$ cat config.mk
export PLATFORM = sky130hd
export DESIGN_NAME = dsc_sync_ctrl
export DESIGN_NICKNAME = d
export VERILOG_FILES = /design/src/dsc_pkg.sv /design/src/dsc_sync_ctrl.sv /design/src/dsc_spi_port.sv
export SDC_FILE = /design/constraint.sdc
export NUM_CORES = 1
export LEC_CHECK = 0
export ABC_CLOCK_PERIOD_IN_PS = 7300
export BUFFER_PORTS_ARGS = -buffer_cell sky130_fd_sc_hd__buf_2
export CELL_PAD_IN_SITES_DETAIL_PLACEMENT = 1
export CELL_PAD_IN_SITES_GLOBAL_PLACEMENT = 1
export CORE_MARGIN = 2
export CORE_UTILIZATION = 48
export DETAILED_ROUTE_END_ITERATION = 8
export PLACE_DENSITY = 0.86
export SYNTH_ARGS = -nofsm -noshare
export SYNTH_HDL_FRONTEND = slang
export SYNTH_SLANG_ARGS = --single-unit
$ cat constraint.sdc
create_clock -name i_clk -period 7.3 [get_ports i_clk]
set_clock_uncertainty 0.1 [all_clocks]
set_input_delay 1.46 -clock i_clk [delete_from_list [all_inputs] [get_ports i_clk]]
set_output_delay 1.46 -clock i_clk [all_outputs]
set_load 0.01 [all_outputs]
$ cat src/dsc_pkg.sv
// constants and types for the sync distribution control block
// Contract
// - no sync passes without master enable
// - monitor gets every sync when enabled
// - half-band restarts at selected decimation phase
// - half-band first-pulse-only clears its gate
// - oscillator accumulator restarts at phase offset
// - oscillator first-pulse-only clears its gate
// - clock divider gets sync when enabled
// - divider first-pulse-only clears its gate
// - mixer sync gated by own enable
// - mixer first-pulse-only clears master enable
// - start state sets mixer starting phase
// - monitor period 24 bits, default 0x80
// - channel A result read-only, three bytes
// - channel B result laid out likewise
// - phase offset 16 bits, low byte first
// - alternate-phase bit selects half-band phase
// - results 20 bits, top nibble in third
package dsc_pkg;
  localparam logic [12:0] ADDR_SYNC_CTL = 13'h0100;
  localparam logic [12:0] ADDR_MIX_CTL  = 13'h0101;
  localparam logic [12:0] ADDR_FIR_CTL  = 13'h0102;
  localparam logic [12:0] ADDR_HB_CTL   = 13'h0103;
  localparam logic [12:0] ADDR_PERIOD0  = 13'h0113;
  localparam logic [12:0] ADDR_PERIOD1  = 13'h0114;
  localparam logic [12:0] ADDR_PERIOD2  = 13'h0115;
  localparam logic [12:0] ADDR_RES_A0   = 13'h0116;
  localparam logic [12:0] ADDR_RES_A1   = 13'h0117;
  localparam logic [12:0] ADDR_RES_A2   = 13'h0118;
  localparam logic [12:0] ADDR_RES_B0   = 13'h0119;
  localparam logic [12:0] ADDR_RES_B1   = 13'h011A;
  localparam logic [12:0] ADDR_RES_B2   = 13'h011B;
  localparam logic [12:0] ADDR_OSC_CTL  = 13'h011D;
  localparam logic [12:0] ADDR_FTW0     = 13'h011E;
  localparam logic [12:0] ADDR_FTW1     = 13'h011F;
  localparam logic [12:0] ADDR_FTW2     = 13'h0120;
  localparam logic [12:0] ADDR_FTW3     = 13'h0121;
  localparam logic [12:0] ADDR_PHASE0   = 13'h0122;
  localparam logic [12:0] ADDR_PHASE1   = 13'h0123;
  // sync, mixer, filter and half-band control bit positions
  localparam int unsigned SY_MASTER   = 0;
  localparam int unsigned SY_DIV_EN   = 1;
  localparam int unsigned SY_DIV_ONCE = 2;
  localparam int unsigned SY_OSC_EN   = 3;
  localparam int unsigned SY_OSC_ONCE = 4;
  localparam int unsigned SY_HB_EN    = 5;
  localparam int unsigned SY_HB_ONCE  = 6;
  localparam int unsigned SY_MON_EN   = 7;
  localparam int unsigned MX_EN       = 0;
  localparam int unsigned MX_ONCE     = 1;
  localparam int unsigned MX_START_LO = 4;
  localparam int unsigned FR_ENABLE   = 0;
  localparam int unsigned FR_COMPLEX  = 1;
  localparam int unsigned FR_MIX_DIS  = 2;
  localparam int unsigned FR_GAIN     = 3;
  localparam int unsigned HB_FIXED1   = 0;
  localparam int unsigned HB_HIGHPASS = 1;
  localparam int unsigned HB_SPECREV  = 2;
  localparam int unsigned HB_ALTPHASE = 3;
  // writable bits; the rest read zero, except half-band bit 0, which reads one
  localparam logic [7:0]  MASK_MIX    = 8'h33;
  localparam logic [7:0]  MASK_FIR    = 8'h0F;
  localparam logic [7:0]  MASK_HB     = 8'h0E;
  localparam logic [7:0]  MASK_OSC    = 8'h07;
  localparam logic [7:0]  RST_SYNC    = 8'h00;
  localparam logic [7:0]  RST_MIX     = 8'h00;
  localparam logic [7:0]  RST_FIR     = 8'h00;
  localparam logic [7:0]  RST_HB      = 8'h00;
  localparam logic [7:0]  RST_OSC     = 8'h00;
  localparam logic [23:0] RST_PERIOD  = 24'h000080;
  localparam logic [23:0] PERIOD_MIN  = 24'h000080;
  localparam logic [31:0] RST_FTW     = 32'h00000000;
  localparam logic [15:0] RST_PHASE   = 16'h0000;
  localparam logic [1:0]  GAIN_ONE    = 2'h1;
  localparam logic [1:0]  GAIN_TWO    = 2'h2;
  localparam logic [4:0]  SPI_INSTR_LAST = 5'h0F;
  localparam logic [4:0]  SPI_DATA_FIRST = 5'h10;
  localparam logic [4:0]  SPI_DATA_LAST  = 5'h17;
  localparam logic [4:0]  SPI_DONE       = 5'h18;

  typedef struct packed {
    logic        wr;
    logic [12:0] addr;
    logic [7:0]  wdata;
  } dsc_bus_t;

  typedef struct packed {
    logic clkdiv;
    logic osc;
    logic hb;
    logic mix;
    logic mon;
  } dsc_sync_t;

  typedef struct packed {
    logic        sclk_m;
    logic        sclk_s;
    logic        sclk_d;
    logic        csn_m;
    logic        csn_s;
    logic        sdi_m;
    logic        sdi_s;
    logic [4:0]  cnt;
    logic [15:0] instr;
    logic [7:0]  wsh;
    logic [7:0]  rsh;
    logic        sdo;
    logic        oe;
    dsc_bus_t    bus;
  } dsc_spi_st_t;

  typedef struct packed {
    logic        sync_m;
    logic        sync_s;
    logic        sync_d;
    logic [7:0]  sync_ctl;
    logic [7:0]  mix_ctl;
    logic [7:0]  fir_ctl;
    logic [7:0]  hb_ctl;
    logic [23:0] mon_period;
    logic [23:0] mon_eff;
    logic [7:0]  osc_ctl;
    logic [31:0] ftw;
    logic [15:0] phase;
    logic [31:0] osc_acc;
    logic        hb_phase;
    logic [1:0]  mix_phase;
    logic [1:0]  fir_gain;
    dsc_sync_t   pulse;
    logic [7:0]  rdata;
  } dsc_st_t;
endpackage

$ cat src/dsc_sync_ctrl.sv
// sync distribution and downconverter control registers
`timescale 1ns/1ps
module dsc_sync_ctrl (
  input  wire logic          i_clk,
  input  wire logic          i_reset_n,
  input  wire logic          i_sync,
  input  wire logic          i_sclk,
  input  wire logic          i_csn,
  input  wire logic          i_sdio,
  input  wire logic [19:0]   i_mon_result_a,
  input  wire logic [19:0]   i_mon_result_b,
  output logic               o_sdio,
  output logic               o_sdio_oe,
  output dsc_pkg::dsc_sync_t o_sync,
  output logic [31:0]        o_osc_phase,
  output logic [31:0]        o_osc_tuning_word,
  output logic               o_osc_enable,
  output logic               o_osc_amp_dither,
  output logic               o_osc_phase_dither,
  output logic               o_hb_phase,
  output logic               o_hb_high_pass,
  output logic               o_hb_spectral_rev,
  output logic [1:0]         o_mix_phase,
  output logic               o_mix_disable,
  output logic               o_complex_mode,
  output logic               o_fir_enable,
  output logic [1:0]         o_fir_gain,
  output logic [23:0]        o_mon_period
);
  dsc_pkg::dsc_st_t   st_r;
  dsc_pkg::dsc_st_t   st_nxt;
  dsc_pkg::dsc_bus_t  bus;
  dsc_pkg::dsc_sync_t hit;
  logic               sync_edge;
  logic               fire;
  logic [7:0]         sync_wr;
  logic               wr_sync;
  logic               wr_mix;

  dsc_spi_port u_spi (
    .i_clk     (i_clk),
    .i_reset_n (i_reset_n),
    .i_sclk    (i_sclk),
    .i_csn     (i_csn),
    .i_sdio    (i_sdio),
    .i_rdata   (st_r.rdata),
    .o_sdio    (o_sdio),
    .o_sdio_oe (o_sdio_oe),
    .o_bus     (bus)
  );

  // edge taken from second and third stage only
  assign sync_edge = st_r.sync_s & ~st_r.sync_d;
  assign fire      = sync_edge & st_r.sync_ctl[dsc_pkg::SY_MASTER];
  // one driver for the whole struct, fields named for clarity
  assign hit = '{
    clkdiv: fire & st_r.sync_ctl[dsc_pkg::SY_DIV_EN],
    osc:    fire & st_r.sync_ctl[dsc_pkg::SY_OSC_EN],
    hb:     fire & st_r.sync_ctl[dsc_pkg::SY_HB_EN],
    mix:    fire & st_r.mix_ctl[dsc_pkg::MX_EN],
    mon:    fire & st_r.sync_ctl[dsc_pkg::SY_MON_EN]
  };
  assign wr_sync   = bus.wr && bus.addr == dsc_pkg::ADDR_SYNC_CTL;
  assign wr_mix    = bus.wr && bus.addr == dsc_pkg::ADDR_MIX_CTL;

  always_comb begin
    sync_wr = st_r.sync_ctl;
    // first-pulse-only: drop the gate after its one sync
    if (hit.hb && st_r.sync_ctl[dsc_pkg::SY_HB_ONCE]) begin
      sync_wr[dsc_pkg::SY_HB_EN] = 1'b0;
    end
    if (hit.osc && st_r.sync_ctl[dsc_pkg::SY_OSC_ONCE]) begin
      sync_wr[dsc_pkg::SY_OSC_EN] = 1'b0;
    end
    if (hit.clkdiv && st_r.sync_ctl[dsc_pkg::SY_DIV_ONCE]) begin
      sync_wr[dsc_pkg::SY_DIV_EN] = 1'b0;
    end
    // kept as the map reads: the master bit is what drops
    if (hit.mix && st_r.mix_ctl[dsc_pkg::MX_ONCE]) begin
      sync_wr[dsc_pkg::SY_MASTER] = 1'b0;
    end
  end

  always_comb begin
    st_nxt          = st_r;
    st_nxt.sync_m   = i_sync;
    st_nxt.sync_s   = st_r.sync_m;
    st_nxt.sync_d   = st_r.sync_s;
    st_nxt.pulse    = hit;
    // gates without first-pulse-only keep their value
    st_nxt.sync_ctl = sync_wr;
    // half-band decimation phase toggles per sample
    st_nxt.hb_phase = ~st_r.hb_phase;
    if (hit.hb) begin
      st_nxt.hb_phase = st_r.hb_ctl[dsc_pkg::HB_ALTPHASE];
    end
    st_nxt.mix_phase = st_r.mix_phase + 2'h1;
    if (hit.mix) begin
      st_nxt.mix_phase = st_r.mix_ctl[dsc_pkg::MX_START_LO +: 2];
    end
    if (st_r.osc_ctl[0]) begin
      st_nxt.osc_acc = st_r.osc_acc + st_r.ftw;
    end
    if (hit.osc) begin
      st_nxt.osc_acc = {st_r.phase, 16'h0000};
    end
    // a software write in the same cycle overrides a hardware clear
    if (bus.wr) begin
      case (bus.addr)
        dsc_pkg::ADDR_SYNC_CTL: begin
          st_nxt.sync_ctl = bus.wdata;
        end
        dsc_pkg::ADDR_MIX_CTL: begin
          st_nxt.mix_ctl = bus.wdata & dsc_pkg::MASK_MIX;
        end
        dsc_pkg::ADDR_FIR_CTL: begin
          st_nxt.fir_ctl = bus.wdata & dsc_pkg::MASK_FIR;
        end
        dsc_pkg::ADDR_HB_CTL: begin
          st_nxt.hb_ctl = bus.wdata & dsc_pkg::MASK_HB;
        end
        dsc_pkg::ADDR_PERIOD0: begin
          st_nxt.mon_period[7:0] = bus.wdata;
        end
        dsc_pkg::ADDR_PERIOD1: begin
          st_nxt.mon_period[15:8] = bus.wdata;
        end
        dsc_pkg::ADDR_PERIOD2: begin
          st_nxt.mon_period[23:16] = bus.wdata;
        end
        dsc_pkg::ADDR_OSC_CTL: begin
          st_nxt.osc_ctl = bus.wdata & dsc_pkg::MASK_OSC;
        end
        dsc_pkg::ADDR_FTW0: begin
          st_nxt.ftw[7:0] = bus.wdata;
        end
        dsc_pkg::ADDR_FTW1: begin
          st_nxt.ftw[15:8] = bus.wdata;
        end
        dsc_pkg::ADDR_FTW2: begin
          st_nxt.ftw[23:16] = bus.wdata;
        end
        dsc_pkg::ADDR_FTW3: begin
          st_nxt.ftw[31:24] = bus.wdata;
        end
        dsc_pkg::ADDR_PHASE0: begin
          st_nxt.phase[7:0] = bus.wdata;
        end
        dsc_pkg::ADDR_PHASE1: begin
          st_nxt.phase[15:8] = bus.wdata;
        end
        default: begin
          st_nxt.rdata = st_r.rdata;
        end
      endcase
    end
    // short periods run at the floor, register keeps what was written
    if (st_r.mon_period < dsc_pkg::PERIOD_MIN) begin
      st_nxt.mon_eff = dsc_pkg::PERIOD_MIN;
    end else begin
      st_nxt.mon_eff = st_r.mon_period;
    end
    if (st_r.fir_ctl[dsc_pkg::FR_GAIN]) begin
      st_nxt.fir_gain = dsc_pkg::GAIN_ONE;
    end else begin
      st_nxt.fir_gain = dsc_pkg::GAIN_TWO;
    end
    // read data follows the held address every cycle, no side effects
    case (bus.addr)
      dsc_pkg::ADDR_SYNC_CTL: begin
        st_nxt.rdata = st_r.sync_ctl;
      end
      dsc_pkg::ADDR_MIX_CTL: begin
        st_nxt.rdata = st_r.mix_ctl;
      end
      dsc_pkg::ADDR_FIR_CTL: begin
        st_nxt.rdata = st_r.fir_ctl;
      end
      dsc_pkg::ADDR_HB_CTL: begin
        st_nxt.rdata = st_r.hb_ctl | (8'h01 << dsc_pkg::HB_FIXED1);
      end
      dsc_pkg::ADDR_PERIOD0: begin
        st_nxt.rdata = st_r.mon_period[7:0];
      end
      dsc_pkg::ADDR_PERIOD1: begin
        st_nxt.rdata = st_r.mon_period[15:8];
      end
      dsc_pkg::ADDR_PERIOD2: begin
        st_nxt.rdata = st_r.mon_period[23:16];
      end
      dsc_pkg::ADDR_RES_A0: begin
        st_nxt.rdata = i_mon_result_a[7:0];
      end
      dsc_pkg::ADDR_RES_A1: begin
        st_nxt.rdata = i_mon_result_a[15:8];
      end
      dsc_pkg::ADDR_RES_A2: begin
        st_nxt.rdata = {4'h0, i_mon_result_a[19:16]};
      end
      dsc_pkg::ADDR_RES_B0: begin
        st_nxt.rdata = i_mon_result_b[7:0];
      end
      dsc_pkg::ADDR_RES_B1: begin
        st_nxt.rdata = i_mon_result_b[15:8];
      end
      dsc_pkg::ADDR_RES_B2: begin
        st_nxt.rdata = {4'h0, i_mon_result_b[19:16]};
      end
      dsc_pkg::ADDR_OSC_CTL: begin
        st_nxt.rdata = st_r.osc_ctl;
      end
      dsc_pkg::ADDR_FTW0: begin
        st_nxt.rdata = st_r.ftw[7:0];
      end
      dsc_pkg::ADDR_FTW1: begin
        st_nxt.rdata = st_r.ftw[15:8];
      end
      dsc_pkg::ADDR_FTW2: begin
        st_nxt.rdata = st_r.ftw[23:16];
      end
      dsc_pkg::ADDR_FTW3: begin
        st_nxt.rdata = st_r.ftw[31:24];
      end
      dsc_pkg::ADDR_PHASE0: begin
        st_nxt.rdata = st_r.phase[7:0];
      end
      dsc_pkg::ADDR_PHASE1: begin
        st_nxt.rdata = st_r.phase[15:8];
      end
      default: begin
        st_nxt.rdata = 8'h00;
      end
    endcase
  end

  always_ff @(posedge i_clk) begin
    if (!i_reset_n) begin
      st_r            <= '0;
      st_r.sync_ctl   <= dsc_pkg::RST_SYNC;
      st_r.mix_ctl    <= dsc_pkg::RST_MIX;
      st_r.fir_ctl    <= dsc_pkg::RST_FIR;
      st_r.hb_ctl     <= dsc_pkg::RST_HB;
      st_r.osc_ctl    <= dsc_pkg::RST_OSC;
      st_r.mon_period <= dsc_pkg::RST_PERIOD;
      st_r.mon_eff    <= dsc_pkg::RST_PERIOD;
      st_r.ftw        <= dsc_pkg::RST_FTW;
      st_r.phase      <= dsc_pkg::RST_PHASE;
      st_r.fir_gain   <= dsc_pkg::GAIN_TWO;
    end else begin
      st_r <= st_nxt;
    end
  end

  assign o_sync             = st_r.pulse;
  assign o_osc_phase        = st_r.osc_acc;
  assign o_osc_tuning_word  = st_r.ftw;
  assign o_osc_enable       = st_r.osc_ctl[0];
  assign o_osc_amp_dither   = st_r.osc_ctl[1];
  assign o_osc_phase_dither = st_r.osc_ctl[2];
  assign o_hb_phase         = st_r.hb_phase;
  assign o_hb_high_pass     = st_r.hb_ctl[dsc_pkg::HB_HIGHPASS];
  assign o_hb_spectral_rev  = st_r.hb_ctl[dsc_pkg::HB_SPECREV];
  assign o_mix_phase        = st_r.mix_phase;
  assign o_mix_disable      = st_r.fir_ctl[dsc_pkg::FR_MIX_DIS];
  assign o_complex_mode     = st_r.fir_ctl[dsc_pkg::FR_COMPLEX];
  assign o_fir_enable       = st_r.fir_ctl[dsc_pkg::FR_ENABLE];
  assign o_fir_gain         = st_r.fir_gain;
  assign o_mon_period       = st_r.mon_eff;
endmodule

$ cat src/dsc_spi_port.sv
// serial register port slave, single byte per frame
`timescale 1ns/1ps
module dsc_spi_port (
  input  wire logic             i_clk,
  input  wire logic             i_reset_n,
  input  wire logic             i_sclk,
  input  wire logic             i_csn,
  input  wire logic             i_sdio,
  input  wire logic [7:0]       i_rdata,
  output logic                  o_sdio,
  output logic                  o_sdio_oe,
  output dsc_pkg::dsc_bus_t     o_bus
);
  dsc_pkg::dsc_spi_st_t st_r;
  dsc_pkg::dsc_spi_st_t st_nxt;
  logic                 rise;
  logic                 fall;
  logic                 rd_mode;

  // edges seen only after both synchroniser stages
  assign rise    = st_r.sclk_s & ~st_r.sclk_d;
  assign fall    = ~st_r.sclk_s & st_r.sclk_d;
  assign rd_mode = st_r.instr[15];

  always_comb begin
    st_nxt        = st_r;
    st_nxt.sclk_m = i_sclk;
    st_nxt.sclk_s = st_r.sclk_m;
    st_nxt.sclk_d = st_r.sclk_s;
    st_nxt.csn_m  = i_csn;
    st_nxt.csn_s  = st_r.csn_m;
    st_nxt.sdi_m  = i_sdio;
    st_nxt.sdi_s  = st_r.sdi_m;
    st_nxt.bus.wr = 1'b0;
    if (st_r.csn_s) begin
      st_nxt.cnt = 5'h00;
      st_nxt.oe  = 1'b0;
    end else if (rise) begin
      if (st_r.cnt <= dsc_pkg::SPI_INSTR_LAST) begin
        st_nxt.instr = {st_r.instr[14:0], st_r.sdi_s};
      end else if (!rd_mode) begin
        st_nxt.wsh = {st_r.wsh[6:0], st_r.sdi_s};
      end
      // address held for the read mux from here on
      if (st_r.cnt == dsc_pkg::SPI_INSTR_LAST) begin
        st_nxt.bus.addr = {st_r.instr[11:0], st_r.sdi_s};
      end
      if (st_r.cnt == dsc_pkg::SPI_DATA_LAST && !rd_mode) begin
        st_nxt.bus.wr    = 1'b1;
        st_nxt.bus.wdata = {st_r.wsh[6:0], st_r.sdi_s};
      end
      // further bits of a streamed frame are ignored
      if (st_r.cnt != dsc_pkg::SPI_DONE) begin
        st_nxt.cnt = st_r.cnt + 5'h01;
      end
    end else if (fall && rd_mode && st_r.cnt >= dsc_pkg::SPI_DATA_FIRST
                 && st_r.cnt <= dsc_pkg::SPI_DATA_LAST) begin
      st_nxt.oe = 1'b1;
      if (st_r.cnt == dsc_pkg::SPI_DATA_FIRST) begin
        st_nxt.sdo = i_rdata[7];
        st_nxt.rsh = {i_rdata[6:0], 1'b0};
      end else begin
        st_nxt.sdo = st_r.rsh[7];
        st_nxt.rsh = {st_r.rsh[6:0], 1'b0};
      end
    end
  end

  always_ff @(posedge i_clk) begin
    if (!i_reset_n) begin
      st_r       <= '0;
      st_r.csn_m <= 1'b1;
      st_r.csn_s <= 1'b1;
    end else begin
      st_r <= st_nxt;
    end
  end

  assign o_sdio    = st_r.sdo;
  assign o_sdio_oe = st_r.oe;
  assign o_bus     = st_r.bus;
endmodule

-- Word level (Yosys, flattened, before mapping)
Cells that the tools add are included.
- input port bits: 46
- flip-flop bits (word level): 238
- output and inout bits: 108
- word-level logic and storage cells: 150
- mux-type cells: 20
- eq/ne operators: 24
- $add $sub $neg: 3
- order comparisons: 4
- reductions and logical operators: 35
- bitwise logic cells: 18
- operators by type and width (operator ; number):
    13-bit by 9-bit == test with 1-bit output (second input constant) ; 20
    8-bit case mux with 20 select lines ; 1
    32-bit 2-to-1 mux ; 2
    54-bit 2-to-1 mux ; 1
    32-bit adder ; 1
    2-bit AND reduction ; 16
    24-bit by 8-bit less-than comparator with 1-bit output (second input constant) ; 1
    8-bit 2-to-1 mux ; 3
    6-bit 2-to-1 mux ; 2
    3-bit AND reduction ; 4
    5-bit == test (second input constant) ; 2
    1-bit AND ; 9
    9-bit 2-to-1 mux ; 1
    1-bit NOT ; 9
    1-bit logical AND ; 8
    4-bit 2-to-1 mux ; 2
    1-bit 2-to-1 mux ; 6
    2-bit OR reduction ; 3
    5-bit by 1-bit adder with 5-bit output (second input constant) ; 1
    5-bit by 4-bit == test with 1-bit output (second input constant) ; 1
    5-bit >= comparator (second input constant) ; 1
    5-bit by 4-bit less-or-equal comparator with 1-bit output (second input constant) ; 1
    5-bit less-or-equal comparator (second input constant) ; 1
    5-bit inequality test (second input constant) ; 1
    6 further kinds ; 7

-- Longest topological paths before layout
- word-level depth: 8
- gate-level depth with buffers: 10
- mapped depth without buffers: 10

-- Modules after synthesis
From an unflattened synthesis, not the netlist that was laid out.
- cell total of the unflattened synthesis: 1412
- area, all modules: 12256.8 um^2
- by module, submodules not included (module ; seq. area each (um^2) ; area an instance (um^2) ; times used ; cells an instance):
    dsc_sync_ctrl ; 3423.3 ; 9456.6 ; 1 ; 1152
    dsc_spi_port ; 1321.3 ; 2800.2 ; 1 ; 260

-- Worst setup path after synthesis
Ideal clock, no wire load.
- path type: reg2reg
- from: register st_r (netlist bit o_osc_phase[0])
- to: register st_r (netlist bit o_osc_phase[26])
- slack: 4.755 ns
- period minus slack after synthesis: 2.545 ns
- required time: 7.066 ns
- stages on the path, launching flop included: 11
- data arrival time: 2.311 ns
- path buffers: 0
- library setup time: 0.134 ns
- cells stage by stage: dfxtp_1 > ha_1 > fa_1 > a21oi_1 > o21ai_0 > a211oi_1 > o21ai_0 > a21oi_1 > o21ai_0 > xnor2_1 > o22ai_1
- cells in the longest elaborated chain, start to end: 3
- ends and longest elaborated chain (item ; RTL line ; source):
    start, declared ; dsc_sync_ctrl.sv:30 ; dsc_pkg::dsc_st_t st_r;
    start signal, assigned ; dsc_sync_ctrl.sv:250 ; st_r <= st_nxt;
    32-bit adder ; dsc_sync_ctrl.sv:102 ; st_nxt.osc_acc = st_r.osc_acc + st_r.ftw;
    32-bit 2-to-1 mux ; dsc_sync_ctrl.sv:101 ; if (st_r.osc_ctl[0]) begin
    32-bit 2-to-1 mux ; dsc_sync_ctrl.sv:104 ; if (hit.osc) begin
No other way between the ends. The select of a mux whose other input is x is not followed.
A chain may end at the register's enable or synchronous reset.

-- Worst setup path after layout
- from: register u_spi.st_r (netlist bit u_spi.o_bus[11])
- to: register st_r[1] in the netlist's numbering
- cells in the longest elaborated chain, start to end: 2
- elaborated cells on any way between the ends: 21
- classes of those cells: eq/ne (20); mux (1)
- ends and longest elaborated chain (item ; RTL line ; source):
    start, declared ; dsc_spi_port.sv:14 ; dsc_pkg::dsc_spi_st_t st_r;
    start signal, assigned ; dsc_spi_port.sv:75 ; st_r <= st_nxt;
    13-bit by 9-bit == test with 1-bit output ; dsc_sync_ctrl.sv:169 ; case (bus.addr)
    8-bit case mux with 20 select lines * ; dsc_sync_ctrl.sv:169 ;
Every way passes the cells marked *; elsewhere a longest branch is shown, timed or not.

==> flow_metrics.py <==
metrics = {
    "timing": {
        "fin_crit_ns": 3.41,
        "fin_crit_sh_pct": 46.7,
        "hold_viol": 0,
        "fin_tns_setup_ns": 0,
        "maxSlewHeadroom_pct": 29.7,
        "clock.fmax_ghz": 0.293,
        "drv_slew": 0,
        "tightest_slew_ns": 1.05,
        "setup_viol": 0,
        "rsz0062_at_grt": "no",
    },
    "global_routing": {
        "grt_max_degree": 90,
        "antenna_found_initial": 0,
        "grt_remaining_overflow": 0,
        "grt_pass1_wl_mm": 61.5,
        "grt_use_total_pct": 30.0,
        "grt_pass1_vias": 10493,
    },
    "finish": {
        "fillers": 2902,
        "final_nets": 1467,
        "syn_to_final_growth_pct": 9.25,
        "layout-drive-gt1-share_pct": 17.2,
        "n_antenna_cell": 0,
        "postLayoutCoreUtil_pct": 52.9,
        "regArea_mm2": 0.00475,
        "final_cells": 1734,
        "final_area_mm2": 0.0132,
        "multi_input_area_mm2": 0.00617,
    },
    "synth": {
        "syn_inst": 1374,
        "synth_xor_xnor_area_share_pct": 2.25,
        "seq_area_frac_synth_pct": 39.3,
        "synth_warnings": 0,
        "synth.distinct_cells": 73,
        "synth_ff_type": "dfxtp_1",
        "synth-compound-area-share_pct": 15.3,
        "yosys.area_share.adder_pct": 3.69,
        "synth_top_family_by_area": "simple AND/OR/NAND/NOR gates",
        "ys_seq_elements": 237,
        "ys_async_sr_fraction_pct": 0,
        "synth.area.mux_share_pct": 11.4,
        "syn_nets": 1455,
        "synth_edf_count": 0,
        "synthesis.area_mm2": 0.0121,
        "post_synth.cell_area_avg_um2": 8.78,
        "synth-simple-area-share_pct": 18.5,
    },
    "routing": {
        "drcViolationCount": 0,
        "dr.pass1.iters": 5,
        "ant_nets": 0,
        "via_count": 10424,
        "drt_iter0_markers": 1082,
        "routed_wl_mm": 40.0,
        "drt-wirelength-per-cell_um": 23.1,
        "drt-vias-per-instance": 6.01,
    },
    "clock_network": {
        "htreeDepth": 1,
        "numCtsBuffers": 25,
        "cts_setup_buffers": 0,
        "path_clk_slew_ns": 0.06,
        "cts_buffer_depth": 3,
        "cts_tree": "built",
        "clock_latency_ns": 0.54,
        "cts_sinks": 237,
        "cts_resized": 0,
        "cts_hold_buffers": 0,
        "cts_root_buf": "clkbuf_16",
    },
    "power_and_ir_drop": {
        "pwr_density_cell_mw_per_mm2": 211,
        "power.leakage_nw": 5.34,
        "total_power_w": 0.00278,
        "vdd_drop_max_mv": 0.151,
    },
    "setup_path": {
        "worstPathRequired_ns": 7.65,
        "worst_setup_path_end_kind": "register",
        "cpLargestDelayFamily": "simple AND/OR/NAND/NOR gates",
        "cp_cell_sequence": "inv_1 > nor2_1 > and2_1 > a222oi_1 > a21oi_1 > a31oi_1 > or2_2 > a41oi_1",
        "cp_slowest_cell": "and2_1",
        "path_class": "register to register",
        "cp.arrival_ns": 3.76,
        "crit_fanout": 20,
        "cp-start-kind": "register",
        "cpPeakStageDelay_ns": 0.82,
        "r2r_slack_ns": 3.89,
        "cp_num_buf_inv": 1,
    },
    "place": {
        "gp_congestion": 0.923,
        "dp_cells": 1689,
        "post_dp_cell_area_mm2": 0.0122,
        "io_buffers": 153,
        "dp_hpwl_mm": 28.1,
    },
    "floorplanning": {
        "initial_core_util_pct": 48.5,
        "core_area_mm2": 0.0249,
        "io_pins": 154,
        "die_h_um": 163,
        "die-area_mm2": 0.0264,
        "die_w_um": 163,
        "rows": 58,
    },
    "status": {
        "outcome": "finished clean",
    },
    "hold_path": {
        "min-delay-path-class": "register to register",
    },
    "flow_run": {
        "cap_violations": 0,
    },
}
-- path summary, 6_finish.rpt --
kind              cells past startpoint                          from                          end
setup / recovery                      8  u_spi.o_bus[11]$_SDFFE_PN0P_           st_r[1]$_SDFF_PN0_
hold / removal                        1   u_spi.st_nxt[66]$_SDFF_PN0_  u_spi.st_nxt[65]$_SDFF_PN0_
setup reg to reg                      8  u_spi.o_bus[11]$_SDFFE_PN0P_           st_r[1]$_SDFF_PN0_
hold reg to reg                       1   u_spi.st_nxt[66]$_SDFF_PN0_  u_spi.st_nxt[65]$_SDFF_PN0_
-- stage by stage --
stage          worst slack (ns)  hold WS [ns]
6_report                   3.89         0.336
3_5_place_dp               3.52         0.324
3_3_place_gp               3.57         0.316
4_1_cts                    3.97         0.338
2_1_floorplan              4.76         0.286
5_1_grt                    3.77         0.354
-- power by group --
group	switching, W	leakage, nW	internal [W]
combinational	0.0000325	2.97	0.0000159
sequential	0.00000246	1.91	0.00130
clock	0.000553	0.457	0.000878
total	0.000588	5.34	0.00219
-- final cells by class --
class	count	share of cell area, %
clock buffer	34	5.54
clock inverter	11	1.50
inverter	18	0.532
multi-input combinational	940	46.8
sequential	237	36.0
tap	330	3.13
timing repair buffer	164	6.44
-- registers in the layout, indices dropped and copies added, names as in the netlist, 2 cells and up --
name / cells
o_osc_tuning_word: 32
o_fir_gain: 2
u_spi.o_bus: 22
o_osc_phase: 32
o_sync: 5
st_r: 63
o_mix_phase: 2
u_spi.st_nxt: 4
o_mon_period: 24
u_spi.st_r: 37
st_nxt: 2
-- per-layer routing --
layer / wire length [µm] / vias to the layer above / GRT usage (%) / part of all wire (%)
li1: - / 4790 / - / -
met1: 17200 / 5157 / 40.4 / 43
met2: 19000 / 389 / 50.0 / 48
met3: 2610 / 88 / 3.69 / 6.5
met4: 1200 / 0 / 9.94 / 3.0
met5: 0 / - / 0 / 0
-- kinds of logic (layout without fill, tap and decap cells) --
kind of cell / after synthesis / in the layout
multiplexers: 137 / 137
AO/OA/AOI/OAI: 295 / 295
adder cells (fa/ha/maj): 35 / 35
AND/OR/NAND/NOR: 442 / 442
XOR/XNOR: 31 / 31
buffers and inverters: 197 / 227
flip-flops: 237 / 237
-- Yosys cell counts (all sizes together), types with 3 or more instances --
| cell | count | share of area, % |
|---|---|---|
| dfxtp | 237 | 39 |
| nor2 | 168 | 5.8 |
| mux2i | 132 | 11 |
| buf | 123 | 7.2 |
| a21oi | 118 | 4.9 |
| nand2 | 103 | 3.4 |
| clkbuf | 56 | 1.8 |
| o21ai | 52 | 2.2 |
| nand3 | 46 | 2.0 |
| and2 | 39 | 2.0 |
| ha | 34 | 3.5 |
| xnor2 | 23 | 1.7 |
| inv | 18 | 0.56 |
| nor3 | 15 | 1.1 |
| o22ai | 15 | 0.78 |
| a211oi | 14 | 0.87 |
| a21o | 13 | 0.81 |
| a31oi | 13 | 0.73 |
| nor3b | 13 | 0.85 |
| a22oi | 12 | 0.75 |
| nand4 | 12 | 0.62 |
| a222oi | 10 | 0.83 |
| and3 | 10 | 0.52 |
| nand2b | 8 | 0.41 |
| nor4 | 8 | 0.54 |
| xor2 | 8 | 0.58 |
| a221oi | 7 | 0.51 |
| a22o | 6 | 0.44 |
| o21bai | 6 | 0.37 |
| or3 | 6 | 0.39 |
| mux2 | 5 | 0.47 |
| nor2b | 5 | 0.26 |
| a221o | 4 | 0.33 |
| a21boi | 3 | 0.19 |
| a32oi | 3 | 0.22 |
| nand3b | 3 | 0.19 |
| o31ai | 3 | 0.19 |
-- worst reg2reg max path: cells and delay by family, from the launching register on --
family,cells,cell delay [ns]
buffers and inverters,1,0.26
flip-flops,1,0.67
AO/OA/AOI/OAI,4,0.75
AND/OR/NAND/NOR,3,1.54
-- placed cells by master (no fill, tap or decap), types with 23 or more instances in the layout --
cell,n
dfxtp_1,236
nor2_1,161
buf_2,153
mux2i_1,132
a21oi_1,118
nand2_1,100
o21ai_0,50
nand3_1,45
and2_1,39
ha_1,34
clkbuf_16,25
xnor2_1,23
Note: power is estimated with default switching activity, not from simulation.
